$ cat src/verilog/ffr2_pkg.sv
// Package for the second fault flag register: offsets, bit positions, types
// Behaviour
// - The second fault register sits at address 0x0b and its fault bits are latched flags by default.
// - Bit 4 reports a common-electrode buffer undervoltage fault, latched or live by the latch-disable setting.
// - Bit 3 reports a common-electrode buffer overvoltage fault, latched or live by the latch-disable setting.
// - With latching on, a buffer fault bit reads 1 if the fault happened or persists, clears on read and sets again while the fault stays.
// - With latch-disable at 1, a buffer fault bit mirrors the present fault and reads 0 otherwise.
// - Bit 1 latches a thermal-shutdown event and sets again after a read while shutdown is still active.
// - The thermal-shutdown bit reads 0 with no shutdown since the last read and 1 while in shutdown.
// - Bit 0 is a read-only reset indicator with reset value 1, set by every power-on reset.
// - The reset indicator reads 1 only on the first read after power-on reset and 0 afterwards.
// - A set mask bit keeps its buffer fault from pulling the active-low fault output low.
package ffr2_pkg;
	localparam logic [7:0] FFR2_ADDR = 8'h0b;
	localparam int FFR2_UV_BIT = 4;
	localparam int FFR2_OV_BIT = 3;
	localparam int FFR2_TS_BIT = 1;
	localparam int FFR2_POR_BIT = 0;
	localparam logic [2:0] FFR2_FLAG_RST = 3'h0;
	localparam logic FFR2_POR_RST = 1'b1;

	// Live fault conditions from the analog monitors
	typedef struct packed {
		logic undervolt;
		logic overvolt;
		logic thermal;
	} ffr2_fault_t;

	// One register access from the serial interface
	typedef struct packed {
		logic rd;
		logic wr;
		logic [7:0] addr;
		logic [7:0] wdata;
	} ffr2_acc_t;
endpackage

$ cat src/verilog/ffr2_fault_flags.sv
// Second fault flag register with clear-on-read and write-0-to-clear bits
`timescale 1ns/1ps
module ffr2_fault_flags (
	input wire logic mclk_i, // 200 MHz clock
	input wire logic rst_b_i, // Power-on reset, active low
	input wire ffr2_pkg::ffr2_fault_t fault_i, // Raw fault levels (async)
	input wire ffr2_pkg::ffr2_acc_t acc_i, // Register access strobes
	input wire logic latch_dis_i, // 1: buffer bits are live status
	input wire logic uv_mask_i, // common_undervolt_mask_bit
	input wire logic ov_mask_i, // common_overvolt_mask_bit
	output logic [7:0] rdata_o, // Read data, valid cycle after rd
	output logic buf_fault_req_o // Unmasked buffer fault, to fault pin
);
	ffr2_pkg::ffr2_fault_t sync1_q;
	ffr2_pkg::ffr2_fault_t sync1_d;
	ffr2_pkg::ffr2_fault_t sync2_q;
	ffr2_pkg::ffr2_fault_t sync2_d;
	logic uv_q;
	logic uv_d;
	logic ov_q;
	logic ov_d;
	logic ts_q;
	logic ts_d;
	logic por_q;
	logic por_d;
	logic [7:0] rdata_q;
	logic [7:0] rdata_d;
	logic [7:0] view;
	logic hit_rd;
	logic hit_wr;
	logic seen_rd_q;
	logic seen_rd_d;

	always_ff @(posedge mclk_i or negedge rst_b_i) begin
		if (!rst_b_i) begin
			sync1_q <= '0;
			sync2_q <= '0;
		end else begin
			sync1_q <= sync1_d;
			sync2_q <= sync2_d;
		end
	end

	// Fault levels are asynchronous; only the second flop feeds logic
	always_comb begin
		sync1_d = fault_i;
		sync2_d = sync1_q;
	end

	assign hit_rd = acc_i.rd && acc_i.addr == ffr2_pkg::FFR2_ADDR;
	assign hit_wr = acc_i.wr && acc_i.addr == ffr2_pkg::FFR2_ADDR;

	always_comb begin
		view = 8'h00;
		view[ffr2_pkg::FFR2_UV_BIT] = latch_dis_i ?
			sync2_q.undervolt : uv_q;
		view[ffr2_pkg::FFR2_OV_BIT] = latch_dis_i ? sync2_q.overvolt : ov_q;
		view[ffr2_pkg::FFR2_TS_BIT] = ts_q;
		view[ffr2_pkg::FFR2_POR_BIT] = por_q;
	end

	// Set wins over clear so an event in the read cycle is not lost
	always_comb begin
		uv_d = uv_q;
		ov_d = ov_q;
		ts_d = ts_q;
		por_d = por_q;
		rdata_d = rdata_q;
		if (hit_rd) begin
			rdata_d = view;
			uv_d = 1'b0;
			ov_d = 1'b0;
			ts_d = 1'b0;
			por_d = 1'b0;
		end
		if (hit_wr) begin
			if (!acc_i.wdata[ffr2_pkg::FFR2_UV_BIT])
				uv_d = 1'b0;
			if (!acc_i.wdata[ffr2_pkg::FFR2_OV_BIT])
				ov_d = 1'b0;
			if (!acc_i.wdata[ffr2_pkg::FFR2_TS_BIT])
				ts_d = 1'b0;
		end
		// Latched copies track while latch-disabled, so switching mode is clean
		if (sync2_q.undervolt)
			uv_d = 1'b1;
		if (sync2_q.overvolt)
			ov_d = 1'b1;
		if (sync2_q.thermal)
			ts_d = 1'b1;
	end

	always_ff @(posedge mclk_i or negedge rst_b_i) begin
		if (!rst_b_i) begin
			{uv_q, ov_q, ts_q} <= ffr2_pkg::FFR2_FLAG_RST;
			por_q <= ffr2_pkg::FFR2_POR_RST;
			rdata_q <= 8'h00;
		end else begin
			uv_q <= uv_d;
			ov_q <= ov_d;
			ts_q <= ts_d;
			por_q <= por_d;
			rdata_q <= rdata_d;
		end
	end

	assign rdata_o = rdata_q;
	assign buf_fault_req_o = (view[ffr2_pkg::FFR2_UV_BIT] && !uv_mask_i)
		|| (view[ffr2_pkg::FFR2_OV_BIT] && !ov_mask_i);

	// Checking aid only: remembers that a read hit was taken since reset
	always_comb begin
		seen_rd_d = seen_rd_q;
		if (hit_rd)
			seen_rd_d = 1'b1;
	end

	always_ff @(posedge mclk_i or negedge rst_b_i) begin
		if (!rst_b_i)
			seen_rd_q <= 1'b0;
		else
			seen_rd_q <= seen_rd_d;
	end

	uv_set_a: assert property (
		@(posedge mclk_i) disable iff (!rst_b_i)
		sync2_q.undervolt |=> uv_q)
		else $error("undervolt flag not set by fault");

	ov_set_a: assert property (
		@(posedge mclk_i) disable iff (!rst_b_i)
		sync2_q.overvolt |=> ov_q)
		else $error("overvolt flag not set by fault");

	ts_set_a: assert property (
		@(posedge mclk_i) disable iff (!rst_b_i)
		sync2_q.thermal |=> ts_q)
		else $error("thermal flag not set by event");

	uv_live_a: assert property (
		@(posedge mclk_i) disable iff (!rst_b_i)
		hit_rd && latch_dis_i |=> rdata_o[ffr2_pkg::FFR2_UV_BIT] ==
			$past(sync2_q.undervolt))
		else $error("live undervolt bit wrong");

	ov_live_a: assert property (
		@(posedge mclk_i) disable iff (!rst_b_i)
		hit_rd && latch_dis_i |=> rdata_o[ffr2_pkg::FFR2_OV_BIT] ==
			$past(sync2_q.overvolt))
		else $error("live overvolt bit wrong");

	uv_latch_a: assert property (
		@(posedge mclk_i) disable iff (!rst_b_i)
		hit_rd && !latch_dis_i |=> rdata_o[ffr2_pkg::FFR2_UV_BIT] ==
			$past(uv_q))
		else $error("undervolt read wrong");

	ov_latch_a: assert property (
		@(posedge mclk_i) disable iff (!rst_b_i)
		hit_rd && !latch_dis_i |=> rdata_o[ffr2_pkg::FFR2_OV_BIT] ==
			$past(ov_q))
		else $error("overvolt read wrong");

	uv_cor_a: assert property (
		@(posedge mclk_i) disable iff (!rst_b_i)
		hit_rd && !sync2_q.undervolt |=> !uv_q)
		else $error("undervolt flag not cleared on read");

	ov_cor_a: assert property (
		@(posedge mclk_i) disable iff (!rst_b_i)
		hit_rd && !sync2_q.overvolt |=> !ov_q)
		else $error("overvolt flag not cleared on read");

	ts_cor_a: assert property (
		@(posedge mclk_i) disable iff (!rst_b_i)
		hit_rd && !sync2_q.thermal |=> !ts_q)
		else $error("thermal flag not cleared on read");

	ts_hold_a: assert property (
		@(posedge mclk_i) disable iff (!rst_b_i)
		ts_q && !hit_rd && !hit_wr |=> ts_q)
		else $error("thermal flag lost");

	ts_read_a: assert property (
		@(posedge mclk_i) disable iff (!rst_b_i)
		hit_rd |=> rdata_o[ffr2_pkg::FFR2_TS_BIT] == $past(ts_q))
		else $error("thermal read wrong");

	por_first_a: assert property (
		@(posedge mclk_i) disable iff (!rst_b_i)
		hit_rd && !seen_rd_q |=> rdata_o[ffr2_pkg::FFR2_POR_BIT])
		else $error("reset indicator missing on first read");

	por_once_a: assert property (
		@(posedge mclk_i) disable iff (!rst_b_i)
		hit_rd && seen_rd_q |=> !rdata_o[ffr2_pkg::FFR2_POR_BIT])
		else $error("reset indicator seen twice");

	por_up_a: assert property (
		@(posedge mclk_i) disable iff (!rst_b_i)
		$rose(rst_b_i) |-> por_q)
		else $error("reset indicator clear after reset");

	por_hold_a: assert property (
		@(posedge mclk_i) disable iff (!rst_b_i)
		por_q && !hit_rd |=> por_q)
		else $error("reset indicator lost without read");

	wr_clr_a: assert property (
		@(posedge mclk_i) disable iff (!rst_b_i)
		hit_wr && !acc_i.wdata[ffr2_pkg::FFR2_TS_BIT] &&
			!sync2_q.thermal |=> !ts_q)
		else $error("write zero did not clear thermal");

	uv_wr_clr_a: assert property (
		@(posedge mclk_i) disable iff (!rst_b_i)
		hit_wr && !acc_i.wdata[ffr2_pkg::FFR2_UV_BIT] &&
			!sync2_q.undervolt |=> !uv_q)
		else $error("write zero did not clear undervolt");

	wr_keep_a: assert property (
		@(posedge mclk_i) disable iff (!rst_b_i)
		hit_wr && !hit_rd && acc_i.wdata[ffr2_pkg::FFR2_TS_BIT] &&
			ts_q |=> ts_q)
		else $error("write one changed thermal");

	rdata_hold_a: assert property (
		@(posedge mclk_i) disable iff (!rst_b_i)
		!hit_rd |=> $stable(rdata_o))
		else $error("read data changed without read");

	unused_zero_a: assert property (
		@(posedge mclk_i) disable iff (!rst_b_i)
		hit_rd |=> rdata_o[7:5] == 3'h0 && !rdata_o[2])
		else $error("unused bit read as one");

	fault_mask_a: assert property (
		@(posedge mclk_i) disable iff (!rst_b_i)
		uv_mask_i && ov_mask_i |-> !buf_fault_req_o)
		else $error("masked fault reached output");

	uv_mask_a: assert property (
		@(posedge mclk_i) disable iff (!rst_b_i)
		uv_mask_i && latch_dis_i && !sync2_q.overvolt |->
			!buf_fault_req_o)
		else $error("masked undervolt reached output");

	req_live_a: assert property (
		@(posedge mclk_i) disable iff (!rst_b_i)
		latch_dis_i && !uv_mask_i && sync2_q.undervolt |->
			buf_fault_req_o)
		else $error("unmasked undervolt missing at output");
endmodule

$ cat config.mk
export PLATFORM = sky130hd
export DESIGN_NAME = ffr2_fault_flags
export DESIGN_NICKNAME = d
export VERILOG_FILES = /design/src/verilog/ffr2_pkg.sv /design/src/verilog/ffr2_fault_flags.sv
export SDC_FILE = /design/constraint.sdc
export NUM_CORES = 1
export LEC_CHECK = 0
export ABC_AREA = 1
export BUFFER_PORTS_ARGS = -buffer_cell sky130_fd_sc_hd__buf_2
export CORE_MARGIN = 1
export CORE_UTILIZATION = 44
export DETAILED_ROUTE_END_ITERATION = 10
export PLACE_DENSITY = 0.8
export SLEW_MARGIN = 10
export SYNTH_ARGS = -nofsm -noshare
export SYNTH_HDL_FRONTEND = slang
export SYNTH_SLANG_ARGS = --single-unit
$ cat constraint.sdc
create_clock -name mclk_i -period 1.6 [get_ports mclk_i]
set_input_delay 0.24 -clock mclk_i [delete_from_list [all_inputs] [get_ports mclk_i]]
set_output_delay 0.24 -clock mclk_i [all_outputs]
set_load 0.05 [all_outputs]
* Word-level counts from Yosys, hierarchy flattened
Index checks and enable logic that the tools add are counted.
Word-level totals: bits in registers 14, word-level logic and storage cells 33, input port bits 26
Cells by class: mux-type cells 14, equal/unequal tests 1, reduce and logical (&&, ||, !) cells 7
Operator list (number):
- $mux 1 | 14
- $eq 8x4->1 const B | 1
- $logic_and 1x1->1 | 4
- $logic_not 1->1 | 2
- $logic_or 1x1->1 | 1

* Longest topological paths before layout
Gate-level depths: netlist of the first run.
depth in word-level cells 6, depth in mapped cells 7

* Least setup slack after synthesis of the first run
Ideal clock, no wire load.
path type register to output, start register sync2_q[2] (netlist name), end output buf_fault_req_o, required time 1.360 ns, data arrival time 1.285 ns, slack 0.075 ns, cell stages (with the launch flop) 5, buffers on the path 0, cell sequence dfrtp_1 inv_1 nand2_1 o21ai_0 o22ai_1
On the way: cells in the longest elaborated chain, start to end 3
Ends and longest elaborated chain:
- start, declared | line ffr2_fault_flags.sv:16 | ffr2_pkg::ffr2_fault_t sync2_q;
- start signal, assigned | line ffr2_fault_flags.sv:40 | sync2_q <= sync2_d;
- $mux 1 | line ffr2_fault_flags.sv:55 | view[ffr2_pkg::FFR2_UV_BIT] = latch_dis_i ?
- $logic_and 1x1->1 | line ffr2_fault_flags.sv:108 | assign buf_fault_req_o = (view[ffr2_pkg::FFR2_UV_BIT] && !uv_mask_i)
- $logic_or 1x1->1 | line ffr2_fault_flags.sv:109 | || (view[ffr2_pkg::FFR2_OV_BIT] && !ov_mask_i);
- end, declared | line ffr2_fault_flags.sv:12 | output logic buf_fault_req_o
No other way between the ends.

* Worst setup path after layout of the first run
start register ov_q, end output buf_fault_req_o
On the way: cells in the longest elaborated chain, start to end 3
Ends and longest elaborated chain:
- start, declared | line ffr2_fault_flags.sv:20 | logic ov_q;
- start signal, assigned | line ffr2_fault_flags.sv:95 | {uv_q, ov_q, ts_q} <= ffr2_pkg::FFR2_FLAG_RST;
- start signal, assigned | line ffr2_fault_flags.sv:100 | ov_q <= ov_d;
- $mux 1 | line ffr2_fault_flags.sv:57 | view[ffr2_pkg::FFR2_OV_BIT] = latch_dis_i ? sync2_q.overvolt : ov_q;
- $logic_and 1x1->1 | line ffr2_fault_flags.sv:109
- $logic_or 1x1->1 | line ffr2_fault_flags.sv:109
No other way between the ends.

==> results of run 1 <==
==> power breakdown <==
part / internal (mW) / switching (mW)
sequential: 0.367 / 0.00406
combinational: 0.0328 / 0.0786
clock: 0.138 / 0.107
total: 0.538 / 0.189
==> final cells by class <==
| cell class | instances | area share (%) |
|---|---|---|
| Sequential cell | 14 | 45.18 |
| Multi-Input combinational cell | 36 | 24.12 |
| Clock buffer | 4 | 4.662 |
| Timing Repair Buffer | 26 | 17.36 |
| Inverter | 13 | 6.270 |
| Tap cell | 15 | 2.412 |
==> worst max path at each step <==
stage	end	slack, ps	cells past startpoint
final	buf_fault_req_o	50	3
after global routing	buf_fault_req_o	4	3
after CTS	buf_fault_req_o	20	3
after detailed placement	buf_fault_req_o	330	3
after global placement	buf_fault_req_o	350	3
after floorplan	buf_fault_req_o	80	4
==> registers in the layout, summed over array words and instances, names as in the netlist <==
register,cells
sync1_q,3
ov_q,1
ts_q,1
por_q,1
rdata_o,4
sync2_q,3
uv_q,1
==> critical path, stage by stage (launching register included) <==
cell	delay [ps]
dfrtp_1	390
o21ai_0	300
o22ai_1	110
buf_2	230
==> metrics by stage <==
| stage | hold WS, ps | area (um^2) | power (mW) |
|---|---|---|---|
| finish | 64.74 | 778.2 | 0.7272 |
| global route | 47.45 | 778.2 | 0.7609 |
| CTS | 52.63 | 778.2 | 0.7410 |
| detailed placement | 143.7 | 732.0 | 0.4883 |
| global placement | 138.4 | 732.0 | 0.4852 |
| floorplan | -55.59 | 629.4 | 0.4537 |
==> layer usage <==
| metal | up-vias | part of all wire, % |
|---|---|---|
| li1 | 247 | - |
| met5 | - | 0 |
| met4 | 0 | 1.5 |
| met3 | 2 | 4.2 |
| met2 | 14 | 54 |
| met1 | 231 | 40 |
==> placed cells by master (no fill, tap or decap), types with 2 or more instances in the layout <==
cell	synthesis	layout
buf_2	0	25
clkbuf_4	0	3
conb_1	1	4
dfrtp_1	13	13
inv_1	13	13
nand2_1	18	18
nand3_2	4	4
nand4_1	3	3
nor2_2	2	2
o21ai_2	2	2
==> synthesized netlist by cell type <==
library cell / n
o21ai_0: 2
buf_4: 4
nand2_1: 18
o21ai_2: 2
dfrtp_1: 13
nand3_2: 4
dfstp_2: 1
o22ai_1: 1
nand4_1: 3
conb_1: 1
inv_1: 13
buf_6: 1
nor2_2: 2
==> logic make-up after synthesis <==
family	Yosys count	share of synthesized area [%]
simple gates	27	22.47
buf+inv	18	14.58
flops	14	56.88
compound gates	5	5.467
other cells	1	0.6067
==> repair_timing <==
item / in CTS / in global routing
gates resized for setup: 0 / 1
hold buffers: 1 / 0
endpoints found under the setup margin: 0 / 1
endpoints found under the hold margin: 13 / 0
setup buffers: 0 / 0
==> results.ini, run 1 <==
[outcome]
status = finished clean

[logic_synthesis]
yosysSeqAreaShare_pct = 56.88
syn-cell-area_um2 = 618.1
synth_cell_types = 13
synth_area_leaders = dfrtp_1 (53%), nand2_1 (11%), inv_1 (7.9%), nand3_2 (6.5%), buf_4 (4.9%)
yosysWarningCount = 0
netlist_instances = 65
synth_top_area_share_pct = 52.63
synth.avg_cell_area_um2 = 9.509
yosys.area.top_type = dfrtp_1
synth-seq-cells = 14

[routing]
vias = 494
wire_per_inst_um = 9.065
totalWireLength_um = 979
vias_per_cell = 4.574
drt-pass1-iter-count = 2
drtIter0Drc = 1
drc = 0
ant_nets = 0

[placed_design]
portBuffers = 25
dp_hpwl_um = 787.2
gp_congestion = 0.6733
dp_cells = 103
dp_slack_ps = 333.8

[timing]
max_clock_freq_mhz = 644.9
finalSetupViolCount = 0
rsz0062_at_grt = false
finalHoldViolCount = 0
fin_tns_setup_ps = 0
drv_slew = 0
fin_crit_sh_pct = 96.91
fin_ws_ps = 49.36
fin_worst_skew_ps = 2.182
period_needed_ps = 1551

[clock_network]
root_buffer = clkbuf_4
clk_path_buf_depth = 2
cts.sinks = 14
path_clk_slew_ps = 80
cts_tree = built
numCtsBuffers = 3
h-tree-depth = 1
clk_latency_ps = 280

[worst_hold_path]
hold_class = in -> reg
hold_depth = 1
min_from = fault_i[0]
hold_end = sync1_q[0]

[cells_and_area]
n_fill_cell = 127
multi_input_area_um2 = 187.7
final_util_pct = 59.81
fin_cells = 108
drive_gt1_share_pct = 40.86
diodes = 0
seq_area_um2 = 351.6
syn_to_final_growth_pct = 25.91
fin_nets = 120

[pwr]
p_per_area_mw_per_mm2 = 934.4
ir_worst_vdd_mv = 0.5491
p_leak_nw = 0.4728

[floorplan]
die_x_um = 39.48
initial_core_util_pct = 47.50
core_area_mm2 = 0.001301
design.portCount = 35
rows = 13
dieArea_mm2 = 0.001559
die_h_um = 39.48

[worst_setup_path]
crit_path_max_fanout = 2
r2r-start = ov_q
worstReg2RegEnd = rdata_o[3]
required_ps = 1360
rrSetupSlack_ps = 690
startpoint_type = register
r2r.worst_path.cells = 2
worstPathArrival_ps = 1310
startpoint = ov_q
crit_type = reg -> out
endpoint_kind = primary output

[grt]
gr-usage-met1_pct = 17.10
grt_max_degree = 15
grt_util_met2_pct = 25.41
busiest_layer = met2
overflow = 0
grt_pass1_wl_mm = 1.504
grt_pass1_vias = 411
grt_util_met3_pct = 3.409
antenna_found_initial = 0
grt_usage_pct = 14.91

[run]
maxCapViolations = 0

Power figures use the tool's default switching activity.
==> run 2: changes to the inputs <==
--- a/config.mk
+++ b/config.mk
@@ -5,12 +5,11 @@
 export SDC_FILE = /design/constraint.sdc
 export NUM_CORES = 1
 export LEC_CHECK = 0
-export ABC_AREA = 1
 export BUFFER_PORTS_ARGS = -buffer_cell sky130_fd_sc_hd__buf_2
 export CORE_MARGIN = 1
-export CORE_UTILIZATION = 44
+export CORE_UTILIZATION = 43
 export DETAILED_ROUTE_END_ITERATION = 10
-export PLACE_DENSITY = 0.8
+export PLACE_DENSITY = 0.79
 export SLEW_MARGIN = 10
 export SYNTH_ARGS = -nofsm -noshare
 export SYNTH_HDL_FRONTEND = slang
==> run 2 against run 1 <==
Net effect: clock skew rose by 8.5 ps; clock power barely moved; via count down 20%.
==> results.ini, run 2 <==
[clock_network]
clk_path_buf_depth = 2  ; unchanged
path_clk_slew_ps = 70  ; about the same
clk_latency_ps = 280  ; about the same
cts.sinks = 14  ; unchanged
post_cts_resized = 0  ; unchanged
numCtsBuffers = 3  ; unchanged
root_buffer = clkbuf_4
cts_tree = built
h-tree-depth = 1  ; unchanged
post_cts_buffers = 0  ; unchanged

[cells_and_area]
layout_commonest_cell = buf_2
fin_nets = 97  ; -19%
largest_reg_flops = 4  ; unchanged
fin_area_um2 = 759.5  ; -2.4%
final_cell_mix = buf_2 (25), dfrtp_1 (13), mux2i_1 (4), conb_1 (4)
syn_to_final_growth_pct = 28.87
multi_input_area_um2 = 211.5  ; +13%
diodes = 0  ; unchanged
seq_area_um2 = 351.6  ; unchanged
n_fill_cell = 92  ; -28%
drive_gt1_share_pct = 50.00  ; +9.1 points
fin_cells = 84  ; -22%

[worst_hold_path]
hold_end = sync1_q[2]
min_from = fault_i[2]
hold_class = in -> reg
hold_depth = 1  ; unchanged

[worst_setup_path]
crit_buf_inv = 1  ; unchanged
critPathSlowestCell = dfrtp_1
r2r.worst_path.cells = 1  ; -1
endpoint_kind = primary output
crit_path_max_fanout = 2  ; unchanged
crit_type = reg -> out
rrSetupSlack_ps = 840  ; +150 ps
crit_path_cell_trace = mux2i_1 -> o22ai_1 -> buf_2
r2r-start = ts_q
startpoint_type = register
cp_top_family = flip-flops
worstPathArrival_ps = 1150  ; -160 ps
required_ps = 1360  ; about the same
max_stage_delay_ps = 380  ; about the same
worstReg2RegEnd = rdata_o[1]

[logic_synthesis]
synth.mux.area_fraction_pct = 11.89  ; +12 points
synth_area_leaders = dfrtp_1 (55%), mux2i_1 (6.8%), buf_4 (5.1%), mux2_4 (5.1%), dfstp_2 (4.5%)
synth-simple-area-share_pct = 12.74  ; -9.7 points
yosysMostFrequentCell = dfrtp_1
synth_edf_count = 0  ; unchanged
synth-seq-cells = 14  ; unchanged
synth_compound_area_share_pct = 8.705  ; +3.2 points
synth_cell_types = 15  ; +2
synth_ff_type = dfrtp_1
synth_top_family_by_area = simple AND/OR/NAND/NOR gates
synth_xor_area_share_pct = 0  ; unchanged
synth_top_area_share_pct = 55.20  ; +2.6 points
yosysSeqAreaShare_pct = 59.66  ; +2.8 points
netlist_instances = 41  ; -37%
synth_fa_ha_area_share_pct = 0  ; unchanged
synth_common_cells = dfrtp_1 (13), buf_4 (4), mux2i_1 (4)
syn-cell-area_um2 = 589.3  ; -4.7%
synth.avg_cell_area_um2 = 14.37  ; +51%
synthArstFlopShare_pct = 100.0  ; unchanged
yosysWarningCount = 0  ; unchanged
yosys.area.top_type = dfrtp_1

[routing]
ant_nets = 0  ; unchanged
vias = 393  ; -20%
drt-pass1-iter-count = 2  ; unchanged
drc = 0  ; unchanged
vias_per_cell = 4.679  ; +2.3%
totalWireLength_um = 869  ; -11%
drtIter0Drc = 5  ; +4
wire_per_inst_um = 10.35  ; +14%

[placed_design]
dp_hpwl_um = 711.5  ; -9.6%
placed_area_um2 = 713.2  ; -2.6%
dp_cells = 79  ; -23%
gp_congestion = 0.6828  ; +1.4%
portBuffers = 25  ; unchanged

[grt]
grt_usage_pct = 15.16  ; +0.25 points
grt_max_degree = 15  ; unchanged
grt_pass1_wl_mm = 1.455  ; -3.3%
antenna_found_initial = 0  ; unchanged
overflow = 0  ; unchanged
grt_pass1_vias = 375  ; -8.8%

[pwr]
power.total_mw = 0.7123  ; -2.1%
p_leak_nw = 0.3854  ; -18%
ir_worst_vdd_mv = 0.6166  ; +12%
p_per_area_mw_per_mm2 = 937.8  ; +0.37%

[floorplan]
die_x_um = 39.02  ; -1.2%
dieArea_mm2 = 0.001523  ; -2.3%
die_h_um = 39.02  ; -1.2%
rows = 12  ; -1
initial_core_util_pct = 49.68  ; +2.2 points
core_area_mm2 = 0.001186  ; -8.8%
design.portCount = 35  ; unchanged

[timing]
max_clock_freq_mhz = 718.1  ; +11%
finalSetupViolCount = 0  ; unchanged
fin_worst_skew_ps = 10.72  ; +8.533 ps
finalHoldViolCount = 0  ; unchanged
period_needed_ps = 1393  ; -158.0 ps
fin_crit_sh_pct = 87.04  ; -9.9 points
fin_tns_setup_ps = 0  ; unchanged
drv_slew = 0  ; unchanged
rsz0062_at_grt = false

[run]
maxCapViolations = 0  ; unchanged

[outcome]
status = finished clean

## run 2: cell types whose count changed after synthesis, moves of 2 or more
cell,before,now
nand2_1,18,0
o21ai_0,2,0
nor2_2,2,0
nand3_2,4,0
o21ai_2,2,0
inv_1,13,2
nand4_1,3,0
nor2b_1,0,3
mux2i_1,0,4
o211ai_1,0,3
mux2_4,0,2
a21o_1,0,3
## run 2: how the worst max path moves through the flow
stage | from | to | slack, ps | cells past startpoint
2_1_floorplan | sync2_q[1] | buf_fault_req_o | 170 | 2
3_3_place_gp | acc_i[13] | rdata_o[0] | 250 | 4
3_5_place_dp | acc_i[13] | rdata_o[0] | 240 | 4
4_1_cts | sync2_q[1] | buf_fault_req_o | 210 | 3
5_1_grt | sync2_q[2] | buf_fault_req_o | 100 | 3
6_report | sync2_q[1] | buf_fault_req_o | 210 | 3
## run 2: report_power, final
| part | internal [mW] | total, mW | switching, mW | leakage (nW) |
|---|---|---|---|---|
| sequential | 0.365 | 0.369 | 0.00443 | 0.152 |
| clock | 0.138 | 0.244 | 0.106 | 0.0210 |
| combinational | 0.0329 | 0.0990 | 0.0661 | 0.212 |
| total | 0.536 | 0.712 | 0.176 | 0.385 |
## run 2: metrics by stage
step	hold slack (ps)	setup WS [ps]	utilization [%]
after floorplan	-55.59	170.0	-
after global placement	138.6	254.5	60.13
after detailed placement	143.6	241.0	60.13
after CTS	63.54	205.1	64.03
after global routing	52.96	99.95	64.03
final	73.61	207.3	64.03
## run 2: final cells by class
cell class                      count  area share [%]
Sequential cell                    14           46.29
Inverter                            2          0.9885
Multi-Input combinational cell     24           27.84
Clock buffer                        4           4.778
Tap cell                           14           2.306
Timing Repair Buffer               26           17.79
## run 2: kinds of logic (layout without fill, tap and decap cells)
| family | Yosys count | in the layout |
|---|---|---|
| flops | 14 | 14 |
| compound gates | 7 | 7 |
| other cells | 1 | 4 |
| mux | 6 | 6 |
| buf+inv | 6 | 32 |
| simple gates | 7 | 7 |
## run 2: what timing repair did
item | CTS | global route
endpoints found under the setup margin | 0 | 0
hold buffers | 1 | 0
endpoints found under the hold margin | 13 | 0
## run 2: routing by layer
layer / share of wire, % / global-route usage (%) / vias to the layer above
met3: 5.3 / 8.671 / 0
met5: 0 / 0 / -
met4: 0 / 5.172 / 0
met1: 40 / 14.87 / 188
met2: 55 / 26.25 / 12
li1: - / - / 193
==> run 3: changes to the inputs <==
--- a/config.mk
+++ b/config.mk
@@ -5,7 +5,7 @@
 export SDC_FILE = /design/constraint.sdc
 export NUM_CORES = 1
 export LEC_CHECK = 0
-export BUFFER_PORTS_ARGS = -buffer_cell sky130_fd_sc_hd__buf_2
+export BUFFER_PORTS_ARGS = -buffer_cell sky130_fd_sc_hd__clkbuf_2
 export CORE_MARGIN = 1
 export CORE_UTILIZATION = 43
 export DETAILED_ROUTE_END_ITERATION = 10
==> run 3 against run 2 <==
Net effect: register-to-register slack is essentially flat; sequential share of layout area is the same; combinational power is essentially flat; count of clock-buffer cells in the layout is the same.
==> results.ini, run 3 (synthesized netlist as in run 2, its figures left out) <==
[timing]
finalSetupViolCount = 0  ; unchanged
fin_worst_skew_ps = 13.59  ; +2.876 ps
fin_tns_setup_ps = 0  ; unchanged
period_needed_ps = 1404  ; +10.93 ps
max_clock_freq_mhz = 712.5  ; -0.78%
rsz0062_at_grt = false
finalHoldViolCount = 0  ; unchanged
fin_crit_sh_pct = 87.72  ; +0.68 points
drv_slew = 0  ; unchanged

[grt]
grt_pass1_vias = 348  ; -7.2%
grt_pass1_wl_mm = 1.407  ; -3.3%
gr-usage-met1_pct = 13.75  ; -1.1 points
overflow = 0  ; unchanged
grt_max_degree = 15  ; unchanged
grt_util_met2_pct = 25.83  ; -0.42 points
grt_util_met3_pct = 10.40  ; +1.7 points
grt_usage_pct = 15.04  ; -0.12 points
antenna_found_initial = 0  ; unchanged
busiest_layer = met2

[cells_and_area]
layout_commonest_cell = clkbuf_2
drive_gt1_share_pct = 50.00  ; unchanged
diodes = 0  ; unchanged
largest_reg_flops = 4  ; unchanged
syn_to_final_growth_pct = 28.87  ; unchanged
n_fill_cell = 90  ; -2.2%
fin_cells = 84  ; unchanged
final_cell_mix = clkbuf_2 (25), dfrtp_1 (13), mux2i_1 (4), conb_1 (4)
fin_nets = 97  ; unchanged

[routing]
drtIter0Drc = 4  ; -1
totalWireLength_um = 877  ; +0.92%
drt-pass1-iter-count = 4  ; +2
vias_per_cell = 4.512  ; -3.6%
wire_per_inst_um = 10.44  ; +0.92%
ant_nets = 0  ; unchanged
drc = 0  ; unchanged
vias = 379  ; -3.6%

[worst_setup_path]
startpoint_type = register
critPathSlowestCell = dfrtp_1
max_stage_delay_ps = 380  ; about the same
cp_top_family = flip-flops
required_ps = 1360  ; about the same
worstPathArrival_ps = 1160  ; about the same
endpoint_kind = primary output
r2r.worst_path.cells = 1  ; unchanged
crit_buf_inv = 1  ; unchanged
r2r-start = ts_q
crit_type = reg -> out
crit_path_max_fanout = 2  ; unchanged
worstReg2RegEnd = rdata_o[1]
crit_path_cell_trace = mux2i_1 -> o22ai_1 -> clkbuf_2
rrSetupSlack_ps = 840  ; about the same

[placed_design]
gp_congestion = 0.6824  ; about the same
dp_hpwl_um = 742.6  ; +4.4%
dp_cells = 79  ; unchanged
portBuffers = 25  ; unchanged

[floorplan]
die_h_um = 39.02  ; unchanged
core_area_mm2 = 0.001186  ; unchanged
initial_core_util_pct = 49.68  ; unchanged
dieArea_mm2 = 0.001523  ; unchanged
design.portCount = 35  ; unchanged
die_x_um = 39.02  ; unchanged
rows = 12  ; unchanged

[worst_hold_path]
min_from = fault_i[1]
hold_class = in -> reg
hold_end = sync1_q[1]
hold_depth = 1  ; unchanged

[clock_network]
h-tree-depth = 1  ; unchanged
cts.sinks = 14  ; unchanged
clk_latency_ps = 280  ; about the same
root_buffer = clkbuf_4
clk_path_buf_depth = 2  ; unchanged
path_clk_slew_ps = 70  ; about the same
numCtsBuffers = 3  ; unchanged
post_cts_buffers = 0  ; unchanged
cts_tree = built

[pwr]
p_leak_nw = 0.3912  ; +1.5%
p_per_area_mw_per_mm2 = 938.0  ; about the same
ir_worst_vdd_mv = 0.7327  ; +19%

[run]
maxCapViolations = 0  ; unchanged

[outcome]
status = finished clean

run 3: final cells by class:
class / count / area [um^2] / share of cell area, %
sequential: 14 / 351.6 / 46.29
timing repair buffer: 26 / 135.1 / 17.79
clock buffer: 4 / 36.28 / 4.778
tap: 14 / 17.52 / 2.306
inverter: 2 / 7.507 / 0.9885
multi-input combinational: 24 / 211.5 / 27.84
run 3: layer usage:
metal,part of all wire (%),vias to the layer above
li1,-,193
met1,38,174
met2,56,12
met3,6.0,0
met4,0,0
met5,0,-
run 3: worst max path at each step:
stage / startpoint / to / slack [ps] / cells past startpoint
finish: sync2_q[2] / buf_fault_req_o / 200 / 3
global route: sync2_q[2] / buf_fault_req_o / 70 / 3
CTS: sync2_q[1] / buf_fault_req_o / 180 / 3
detailed placement: acc_i[13] / rdata_o[0] / 250 / 4
global placement: acc_i[13] / rdata_o[0] / 270 / 4
floorplan: sync2_q[1] / buf_fault_req_o / 170 / 2
run 3: timing repair:
item	CTS	global route
hold buffers	1	0
endpoints found under the hold margin	13	0
gates resized for setup	0	0
run 3: power by group:
part / switching (mW) / internal, mW / leakage, nW
combinational: 0.0665 / 0.0327 / 0.218
sequential: 0.00430 / 0.365 / 0.152
clock: 0.106 / 0.138 / 0.0210
run 3: through the flow:
stage          cell area [um^2]  util [%]  power (mW)  setup slack, ps  hold slack (ps)
2_1_floorplan             600.6         -      0.4394            170.0           -55.59
3_3_place_gp              713.2     60.13      0.4723            266.5            148.8
3_5_place_dp              713.2     60.13      0.4747            250.8            148.8
4_1_cts                   759.5     64.03      0.7200            175.3            66.62
5_1_grt                   759.5     64.03      0.7453            74.87            54.25
6_report                  759.5     64.03      0.7124            196.4            74.03
